--- src/aau_pkg.sv ---
// Package for the accumulator ALU block: register map, fields, types,
// reset values and the shared add helpers.
// Assumes an APB master with 12-bit byte addresses and 32-bit data.
package aau_pkg;

  // ----------------------------------------------------------------
  // Register map (byte addresses)
  // ----------------------------------------------------------------
  localparam int AAU_ADDR_W = 12;
  localparam logic [11:0] AAU_CMD_OFS = 12'h000;
  localparam logic [11:0] AAU_ACC_OFS = 12'h004;
  localparam logic [11:0] AAU_FLAGS_OFS = 12'h008;
  localparam logic [11:0] AAU_PTR0_OFS = 12'h00c;
  localparam logic [11:0] AAU_PTR1_OFS = 12'h010;
  localparam logic [11:0] AAU_LAST_OFS = 12'h014;
  // File window: 128 words at 0x200..0x3fc, one byte per word
  localparam logic [2:0] AAU_FILE_SEL = 3'h1;
  localparam int AAU_FILE_SEL_LSB = 9;
  localparam int AAU_FILE_IDX_LSB = 2;

  // ----------------------------------------------------------------
  // Field positions
  // ----------------------------------------------------------------
  localparam int AAU_CMD_OP_LSB = 0;
  localparam int AAU_CMD_DEST_BIT = 3;
  localparam int AAU_CMD_PSEL_BIT = 4;
  localparam int AAU_CMD_FADDR_LSB = 8;
  localparam int AAU_CMD_LIT_LSB = 16;
  localparam int AAU_FLAG_C_BIT = 0;
  localparam int AAU_FLAG_DC_BIT = 1;
  localparam int AAU_FLAG_Z_BIT = 2;
  localparam int AAU_FLAG_BADOP_BIT = 8;
  localparam int AAU_LAST_OP_LSB = 8;
  localparam int AAU_LAST_CNT_LSB = 16;

  // ----------------------------------------------------------------
  // Types
  // ----------------------------------------------------------------
  typedef enum logic [2:0] {
    AAU_OP_POINTER_ADD_LITERAL,
    AAU_OP_AND_IMMEDIATE_TO_ACC,
    AAU_OP_ADD_IMMEDIATE_TO_ACC,
    AAU_OP_AND_ACC_WITH_FILE,
    AAU_OP_ADD_ACC_WITH_FILE,
    AAU_OP_ARITH_SHIFT_RIGHT_FILE,
    AAU_OP_ADD_ACC_FILE_WITH_CARRY
  } aau_op_e;

  typedef struct packed {
    logic [7:0] lit;
    logic [6:0] faddr;
    logic ptr_sel;
    logic dest;
    aau_op_e op;
  } aau_cmd_s;

  typedef struct packed {
    logic z;
    logic half_carry_flag;
    logic c;
  } aau_flags_s;

  typedef struct packed {
    logic [7:0] res;
    logic [15:0] ptr;
    aau_flags_s flags;
    logic wr_acc;
    logic wr_file;
    logic wr_ptr;
    logic wr_c;
    logic wr_dc;
    logic wr_z;
    logic bad_op;
  } aau_alu_s;

  typedef struct packed {
    logic psel;
    logic penable;
    logic pwrite;
    logic [11:0] paddr;
    logic [31:0] pwdata;
  } aau_apb_req_s;

  typedef struct packed {
    logic [127:0][7:0] mem;
    logic [1:0][15:0] indirect_pointer;
    logic [7:0] acc;
    aau_flags_s flags;
    logic bad_op;
    aau_cmd_s cmd;
    logic [7:0] last_res;
    logic [15:0] exec_cnt;
    logic exec_pulse;
    logic [31:0] prdata;
    logic pslverr;
  } aau_state_s;

  // ----------------------------------------------------------------
  // Reset values
  // ----------------------------------------------------------------
  localparam logic [7:0] AAU_ACC_RST = 8'h00;
  localparam logic [15:0] AAU_PTR_RST = 16'h0000;
  localparam aau_state_s AAU_STATE_RST = '0;

  // ----------------------------------------------------------------
  // Shared arithmetic
  // ----------------------------------------------------------------
  // Nine-bit sum, bit 8 is the carry out of bit 7
  function automatic logic [8:0] aau_add(input logic [7:0] a, input logic [7:0] b,
                                         input logic cin);
    return {1'b0, a} + {1'b0, b} + {8'h00, cin};
  endfunction

  // Carry out of bit 3
  function automatic logic aau_half(input logic [7:0] a, input logic [7:0] b,
                                    input logic cin);
    logic [4:0] t;
    t = {1'b0, a[3:0]} + {1'b0, b[3:0]} + {4'h0, cin};
    return t[4];
  endfunction

endpackage

--- src/aau_core.sv ---
// Accumulator ALU block: APB register slave, 128-byte register file,
// accumulator, flags and two indirect pointers; a command write executes.
// Assumes an APB3 master on pclk; pready follows the clock enable.
//
// Overview of operation
// - Pointer add sums signed 6-bit literal into chosen 16-bit pointer, no flags.
// - Pointer result wraps modulo 65536, never saturates.
// - Immediate AND writes accumulator AND literal to accumulator, zero flag only.
// - Immediate add writes accumulator plus literal, sets carry, half-carry, zero.
// - File AND combines accumulator with file byte 0..127, zero flag only.
// - File ops: destination bit 0 writes accumulator, 1 writes back to the file byte.
// - File add sums accumulator and file byte, routed by destination, three flags.
// - Shift right keeps bit 7, bit 0 to carry, updates carry and zero.
// - Add with carry sums accumulator, file byte and carry, three flags.
// - Pointer add completes in one cycle.
//
// The APB slave port and the register offsets were decided locally.
`timescale 1ns/1ps
module aau_core
  import aau_pkg::*;
(
  // Clock, reset, enable
  input wire logic pclk,
  input wire logic presetn,
  input wire logic clk_en,
  // APB slave
  input wire aau_apb_req_s apb_req,
  output logic pready,
  output logic [31:0] prdata,
  output logic pslverr,
  // Core state view
  output logic [7:0] acc_value,
  output aau_flags_s flags_value,
  output logic [15:0] indirect_pointer0,
  output logic [15:0] indirect_pointer1,
  output logic exec_pulse
);

  aau_state_s s;
  aau_state_s next_s;
  aau_cmd_s cmd_w;
  aau_alu_s alu_out;
  logic [6:0] file_idx;
  logic in_file;
  logic setup;
  logic access_wr;

  // ----------------------------------------------------------------
  // Command decode from write data
  // ----------------------------------------------------------------
  always_comb
  begin
    cmd_w.op = aau_op_e'(apb_req.pwdata[AAU_CMD_OP_LSB +: 3]);
    cmd_w.dest = apb_req.pwdata[AAU_CMD_DEST_BIT];
    cmd_w.ptr_sel = apb_req.pwdata[AAU_CMD_PSEL_BIT];
    cmd_w.faddr = apb_req.pwdata[AAU_CMD_FADDR_LSB +: 7];
    cmd_w.lit = apb_req.pwdata[AAU_CMD_LIT_LSB +: 8];
  end

  aau_alu u_alu (
    .cmd(cmd_w),
    .acc(s.acc),
    .fval(s.mem[cmd_w.faddr]),
    .flags_in(s.flags),
    .ptr_in(s.indirect_pointer[cmd_w.ptr_sel]),
    .alu_out(alu_out)
  );

  // ----------------------------------------------------------------
  // Bus decode
  // ----------------------------------------------------------------
  assign file_idx = apb_req.paddr[AAU_FILE_IDX_LSB +: 7];
  assign in_file = (apb_req.paddr[AAU_ADDR_W-1:AAU_FILE_SEL_LSB] == AAU_FILE_SEL);
  assign setup = apb_req.psel & ~apb_req.penable;
  assign access_wr = apb_req.psel & apb_req.penable & apb_req.pwrite;

  // ----------------------------------------------------------------
  // Next state
  // ----------------------------------------------------------------
  always_comb
  begin
    next_s = s;
    next_s.exec_pulse = 1'b0;

    // Read data and error are captured in the setup cycle
    if (setup)
    begin
      next_s.prdata = 32'h0000_0000;
      next_s.pslverr = 1'b0;
      if (in_file)
      begin
        next_s.prdata = {24'h000000, s.mem[file_idx]};
      end
      else
      begin
        unique case (apb_req.paddr)
          AAU_CMD_OFS:
            next_s.prdata = {8'h00, s.cmd.lit, 1'b0, s.cmd.faddr, 3'h0, s.cmd.ptr_sel,
                             s.cmd.dest, s.cmd.op};
          AAU_ACC_OFS:
            next_s.prdata = {24'h000000, s.acc};
          AAU_FLAGS_OFS:
            next_s.prdata = {23'h000000, s.bad_op, 5'h00, s.flags.z,
                             s.flags.half_carry_flag, s.flags.c};
          AAU_PTR0_OFS:
            next_s.prdata = {16'h0000, s.indirect_pointer[0]};
          AAU_PTR1_OFS:
            next_s.prdata = {16'h0000, s.indirect_pointer[1]};
          AAU_LAST_OFS:
            next_s.prdata = {s.exec_cnt, 5'h00, s.cmd.op, s.last_res};
          default:
            next_s.pslverr = 1'b1;
        endcase
      end
      if (apb_req.pwrite)
      begin
        next_s.prdata = 32'h0000_0000;
      end
    end

    // Writes take effect at the completing edge
    if (access_wr && !s.pslverr)
    begin
      if (in_file)
      begin
        next_s.mem[file_idx] = apb_req.pwdata[7:0];
      end
      else
      begin
        unique case (apb_req.paddr)
          AAU_CMD_OFS:
          begin
            // Executes in this single access cycle
            next_s.cmd = cmd_w;
            next_s.exec_pulse = 1'b1;
            next_s.exec_cnt = s.exec_cnt + 16'h0001;
            if (alu_out.wr_acc || alu_out.wr_file)
            begin
              next_s.last_res = alu_out.res;
            end
            if (alu_out.wr_ptr)
            begin
              next_s.indirect_pointer[cmd_w.ptr_sel] = alu_out.ptr;
            end
            if (alu_out.wr_acc)
            begin
              next_s.acc = alu_out.res;
            end
            if (alu_out.wr_file)
            begin
              next_s.mem[cmd_w.faddr] = alu_out.res;
            end
            if (alu_out.wr_c)
            begin
              next_s.flags.c = alu_out.flags.c;
            end
            if (alu_out.wr_dc)
            begin
              next_s.flags.half_carry_flag = alu_out.flags.half_carry_flag;
            end
            if (alu_out.wr_z)
            begin
              next_s.flags.z = alu_out.flags.z;
            end
            if (alu_out.bad_op)
            begin
              next_s.bad_op = 1'b1;
            end
          end
          AAU_ACC_OFS:
            next_s.acc = apb_req.pwdata[7:0];
          AAU_FLAGS_OFS:
          begin
            next_s.flags.c = apb_req.pwdata[AAU_FLAG_C_BIT];
            next_s.flags.half_carry_flag = apb_req.pwdata[AAU_FLAG_DC_BIT];
            next_s.flags.z = apb_req.pwdata[AAU_FLAG_Z_BIT];
            // Write one to clear the bad-command flag
            if (apb_req.pwdata[AAU_FLAG_BADOP_BIT])
            begin
              next_s.bad_op = 1'b0;
            end
          end
          AAU_PTR0_OFS:
            next_s.indirect_pointer[0] = apb_req.pwdata[15:0];
          AAU_PTR1_OFS:
            next_s.indirect_pointer[1] = apb_req.pwdata[15:0];
          default:
          begin
          end
        endcase
      end
    end
  end

  // ----------------------------------------------------------------
  // State register
  // ----------------------------------------------------------------
  always_ff @(posedge pclk or negedge presetn)
  begin
    if (!presetn)
    begin
      s <= AAU_STATE_RST;
    end
    else if (clk_en)
    begin
      s <= next_s;
    end
  end

  // ----------------------------------------------------------------
  // Outputs
  // ----------------------------------------------------------------
  assign pready = clk_en;
  assign prdata = s.prdata;
  assign pslverr = s.pslverr;
  assign acc_value = s.acc;
  assign flags_value = s.flags;
  assign indirect_pointer0 = s.indirect_pointer[0];
  assign indirect_pointer1 = s.indirect_pointer[1];
  assign exec_pulse = s.exec_pulse;

endmodule

--- src/aau_alu.sv ---
// Combinational operation unit of the accumulator ALU block.
// Assumes the caller supplies the addressed file byte and commits results.
`timescale 1ns/1ps
module aau_alu
  import aau_pkg::*;
(
  // Operation
  input wire aau_cmd_s cmd,
  // Operands
  input wire logic [7:0] acc,
  input wire logic [7:0] fval,
  input wire aau_flags_s flags_in,
  input wire logic [15:0] ptr_in,
  // Result
  output aau_alu_s alu_out
);

  logic [8:0] sum;
  logic [15:0] lit_ext;

  always_comb
  begin
    alu_out = '0;
    sum = 9'h000;
    lit_ext = {{10{cmd.lit[5]}}, cmd.lit[5:0]};
    unique case (cmd.op)
      AAU_OP_POINTER_ADD_LITERAL:
      begin
        alu_out.ptr = ptr_in + lit_ext;
        alu_out.wr_ptr = 1'b1;
      end
      AAU_OP_AND_IMMEDIATE_TO_ACC:
      begin
        alu_out.res = acc & cmd.lit;
        alu_out.wr_acc = 1'b1;
        alu_out.wr_z = 1'b1;
      end
      AAU_OP_ADD_IMMEDIATE_TO_ACC:
      begin
        sum = aau_add(acc, cmd.lit, 1'b0);
        alu_out.res = sum[7:0];
        alu_out.flags.c = sum[8];
        alu_out.flags.half_carry_flag = aau_half(acc, cmd.lit, 1'b0);
        alu_out.wr_acc = 1'b1;
        alu_out.wr_c = 1'b1;
        alu_out.wr_dc = 1'b1;
        alu_out.wr_z = 1'b1;
      end
      AAU_OP_AND_ACC_WITH_FILE:
      begin
        alu_out.res = acc & fval;
        alu_out.wr_acc = ~cmd.dest;
        alu_out.wr_file = cmd.dest;
        alu_out.wr_z = 1'b1;
      end
      AAU_OP_ADD_ACC_WITH_FILE:
      begin
        sum = aau_add(acc, fval, 1'b0);
        alu_out.res = sum[7:0];
        alu_out.flags.c = sum[8];
        alu_out.flags.half_carry_flag = aau_half(acc, fval, 1'b0);
        alu_out.wr_acc = ~cmd.dest;
        alu_out.wr_file = cmd.dest;
        alu_out.wr_c = 1'b1;
        alu_out.wr_dc = 1'b1;
        alu_out.wr_z = 1'b1;
      end
      AAU_OP_ARITH_SHIFT_RIGHT_FILE:
      begin
        alu_out.res = {fval[7], fval[7:1]};
        alu_out.flags.c = fval[0];
        alu_out.wr_acc = ~cmd.dest;
        alu_out.wr_file = cmd.dest;
        alu_out.wr_c = 1'b1;
        alu_out.wr_z = 1'b1;
      end
      AAU_OP_ADD_ACC_FILE_WITH_CARRY:
      begin
        sum = aau_add(acc, fval, flags_in.c);
        alu_out.res = sum[7:0];
        alu_out.flags.c = sum[8];
        alu_out.flags.half_carry_flag = aau_half(acc, fval, flags_in.c);
        alu_out.wr_acc = ~cmd.dest;
        alu_out.wr_file = cmd.dest;
        alu_out.wr_c = 1'b1;
        alu_out.wr_dc = 1'b1;
        alu_out.wr_z = 1'b1;
      end
      default:
      begin
        alu_out.bad_op = 1'b1;
      end
    endcase
    alu_out.flags.z = (alu_out.res == 8'h00);
  end

endmodule

--- config.mk ---
export PLATFORM = sky130hd
export DESIGN_NAME = aau_core
export DESIGN_NICKNAME = d
export VERILOG_FILES = /design/src/aau_pkg.sv /design/src/aau_core.sv /design/src/aau_alu.sv
export SDC_FILE = /design/constraint.sdc
export NUM_CORES = 2
export LEC_CHECK = 0
export BUFFER_PORTS_ARGS = -buffer_cell sky130_fd_sc_hd__buf_4
export CORE_MARGIN = 3
export CORE_UTILIZATION = 51
export CTS_CLUSTER_DIAMETER = 100
export DETAILED_ROUTE_END_ITERATION = 12
export GPL_ROUTABILITY_DRIVEN = 1
export PLACE_DENSITY = 0.69
export SLEW_MARGIN = 20
export SYNTH_ARGS = -nofsm -noshare
export SYNTH_HDL_FRONTEND = slang
export SYNTH_HIERARCHICAL = 1
export SYNTH_SLANG_ARGS = --single-unit
--- constraint.sdc ---
create_clock -name pclk -period 4.8 [get_ports pclk]
set_clock_uncertainty 0.2 [all_clocks]
set_input_delay 0 -clock pclk [delete_from_list [all_inputs] [get_ports pclk]]
set_output_delay 0 -clock pclk [all_outputs]
set_load 0.01 [all_outputs]
==> metrics <==
status finished with violations; failing checks negative setup slack; register area share after synthesis 0.400; Primary FF master, synth dfrtp_1; routed len/inst between 30 and 40 µm; cell count after synthesis 6730; fmax roughly 180 MHz; CP delay by family, top compound AO/OA/AOI/OAI gates; Worst path slowest cell or4_4; Via density approximately 7.8; Worst IR Drop VDD ~0.36 mV; input/output buffers between 100 and 150; crit path max fanout 8; setup tns final -572.57 ns; crit-path cells a22o_1, a221oi_1, a31oi_2, nor4_4, o311ai_4, or4_4, ha_4, and3_4, buf_6, a2111oi_4, xnor2_2, nand3_2, xnor2_1, a221o_1, nand2_4, buf_12, buf_12, buf_16, o22ai_2, mux2_4; CP arrival 6.17 ns; TritonCTS clock tree yes; total number of vias between 70000 and 80000; startpoint type of the worst setup path flip-flop; CTS Root Cell clkbuf_16; DRT iter0 DRCs roughly 14000; GRT Total Usage 0.481; # rows ~140; largest net degree at the start of global routing 124; Place WS -1.43 ns; fin crit period ~5.7 ns; layout cells sized above 1 0.433; setup violators final between 900 and 1000; Post-synth EDFFs 0; post-route ant nets 0; RSZ-0062 raised after global routing yes; Hold Crit Class primary input to flip-flop; die width between 300 and 400 µm; DRC Markers 0; initial antenna violation count 29; syn_area_per_cell 10.6 µm²; Max Cap Viol 0; final wirelength 368000 µm; Power Density between 200 and 250 nW/µm²; Tightest Pin Transition approximately 1.3 ns; FFs w/ async S/R, synth 1.00; buffers and inverters on the worst path 4; critical path class flip-flop to flip-flop; CP endpoint kind flip-flop; vias in the first global route just over 70000; final worst-path cycle share 1.18; IO Count roughly 130; die area approximately 140000 µm²; Yosys reg bits about 1100; Worst-path clk slew ~0.06 ns; first-pass iteration count of the detailed router 10; Slew Limit Fails 0; slew margin rel. 0.159; clk buf depth 3; Final GP Congestion between 1 and 1.5; first-pass GRT wire length 515000 µm; Synth Net Count around 7000; Yosys cell types 89; Layout Nets slightly below 8000; Final Hold Fails 0; CTS buffer count approximately 140; grt ovf 0; Initial Util 0.517; Core Box Area approximately 140000 µm²; CP most frequent cell buf_12; crit-path max cell delay between 0.6 and 0.7 ns; final worst slack -0.878 ns; Pwr Total 23.1 mW; DPL Wire Length 238000 µm; later-pin clock latency in the skew report 0.83 ns; clock sinks 1146; Synth-to-Final Area Change 29.2%; Mapped Area 71600 µm²; LEAKAGE a little under 40 nW; Die H approximately 380 µm; htree depth 4; critical path required time about 5.3 ns; Syn. warnings 6
==> per-layer routing <==
layer  up-vias  GRT usage  share of wire
met2      7916      0.678           0.40
met3      2410      0.203           0.17
met1     36900      0.588           0.33
met5         -     0.0149         0.0020
met4        26      0.345           0.10
li1      28500          -              -
==> synthesized netlist by cell type (24+ instances only) <==
cell type,n,area share
a21oi_1,92,0.0064
a221oi_1,75,0.0092
a22o_1,69,0.0084
a22oi_1,402,0.042
a31oi_1,214,0.019
a41oi_1,24,0.0029
buf_1,97,0.0051
buf_2,110,0.0077
buf_4,98,0.010
clkbuf_1,370,0.019
dfrtp_1,1146,0.40
ha_1,34,0.0059
inv_1,31,0.0016
mux2_1,34,0.0053
mux2_2,1036,0.16
mux2i_1,102,0.014
mux4_2,232,0.073
nand2_1,506,0.027
nand3_1,47,0.0033
nand4_1,40,0.0035
nor2_1,259,0.014
nor2_2,91,0.0080
nor2_4,40,0.0063
nor2b_1,26,0.0023
nor3_1,35,0.0024
o21ai_0,106,0.0074
o22ai_1,1062,0.093
==> logic make-up after synthesis <==
kind of cell / after synthesis / share of synthesized area
compound gates: 2205 / 0.207
xor+xnor: 41 / 0.00501
fa+ha+maj: 37 / 0.00678
buf+inv: 715 / 0.0452
flops: 1146 / 0.400
mux: 1404 / 0.255
simple gates: 1182 / 0.0797
==> layout by cell type, fill, tap and decap left out, types with 23 or more instances in the layout <==
cell type / instances
nor2_2: 97
mux4_2: 232
a22oi_1: 394
buf_12: 121
o22ai_2: 175
nand3_1: 46
a22o_1: 69
a31oi_1: 202
clkbuf_16: 161
nor3_1: 29
nor2_1: 250
a221oi_1: 62
nor2_4: 43
ha_1: 30
o21ai_0: 103
clkinv_2: 25
clkbuf_1: 34
nand2_1: 489
a21oi_1: 91
nand4_1: 40
dfrtp_1: 1143
nor2b_1: 25
buf_4: 1208
inv_1: 29
a41oi_1: 23
mux2_2: 790
mux2_1: 23
o22ai_1: 866
clkbuf_8: 23
dlygate4sd3_1: 87
mux2_4: 257
mux2i_1: 102
==> what timing repair did <==
action | in CTS | in global routing
cloned | 14 | 27
hold endpoints to repair | 1065 | 0
endpoints found under the setup margin | 1040 | 996
hold buffers | 88 | 0
buffers inserted | 17 | 32
gates resized for setup | 203 | 439
pin swaps | 24 | 37
==> metrics by stage <==
step / instance area (µm²) / hold WS, ns / utilization / instances
3_3_place_gp: 82400 / -0.0851 / 0.595 / 9229
4_1_cts: 89400 / 0.00371 / 0.646 / 9591
5_1_grt: 92500 / 0.0747 / 0.668 / 9644
2_1_floorplan: 72100 / -0.496 / - / 6730
6_report: 92500 / 0.0446 / 0.668 / 9661
3_5_place_dp: 82500 / -0.0763 / 0.595 / 9229
==> worst paths after layout <==
path / start / end / slack (ns) / depth (start not counted)
setup / recovery: s[973] / s[608] / -0.88 / 20
hold / removal: apb_req[0] / indirect_pointer0[0] / 0.04 / 4
setup reg to reg: s[973] / s[608] / -0.88 / 20
hold reg to reg: s[76] / s[76] / 0.28 / 2
max in group asynchronous: presetn / s[794] / 3.27 / 4
min in group asynchronous: presetn / s[899] / 0.32 / 4
==> worst register-to-register path, stage by stage (launching register included) <==
cell and delay [ns]:
dfrtp_1 0.39, a22o_1 0.26, a221oi_1 0.31, a31oi_2 0.28, nor4_4 0.48, o311ai_4 0.19, or4_4 0.64, ha_4 0.30
and3_4 0.18, buf_6 0.11, a2111oi_4 0.36, xnor2_2 0.18, nand3_2 0.10, xnor2_1 0.14, a221o_1 0.37, nand2_4 0.17
buf_12 0.24, buf_12 0.15, buf_16 0.13, o22ai_2 0.06, mux2_4 0.29
==> sequential cells by signal, indices dropped and copies added, names as in the netlist <==
name               flops
indirect_pointer1     16
prdata                32
flags_value            3
s                   1069
acc_value              8
exec_pulse             1
indirect_pointer0     16
pslverr                1
==> area by class of cell <==
class	instances	area, µm²
flip-flops and latches	1146	28700
diodes	17	42.5
well taps	1863	2330
clock inverters	48	587
repair buffers	1489	13900
fillers	10400	46000
inverters	33	126
clock buffers	196	3920
multi-input cells	4869	43000
==> where the power goes <==
group	switching (mW)	internal, mW	total, mW
Sequential	0.00543	9.66	9.67
Combinational	1.79	0.770	2.56
Clock	4.70	6.16	10.9
Power figures use the tool's default switching activity.
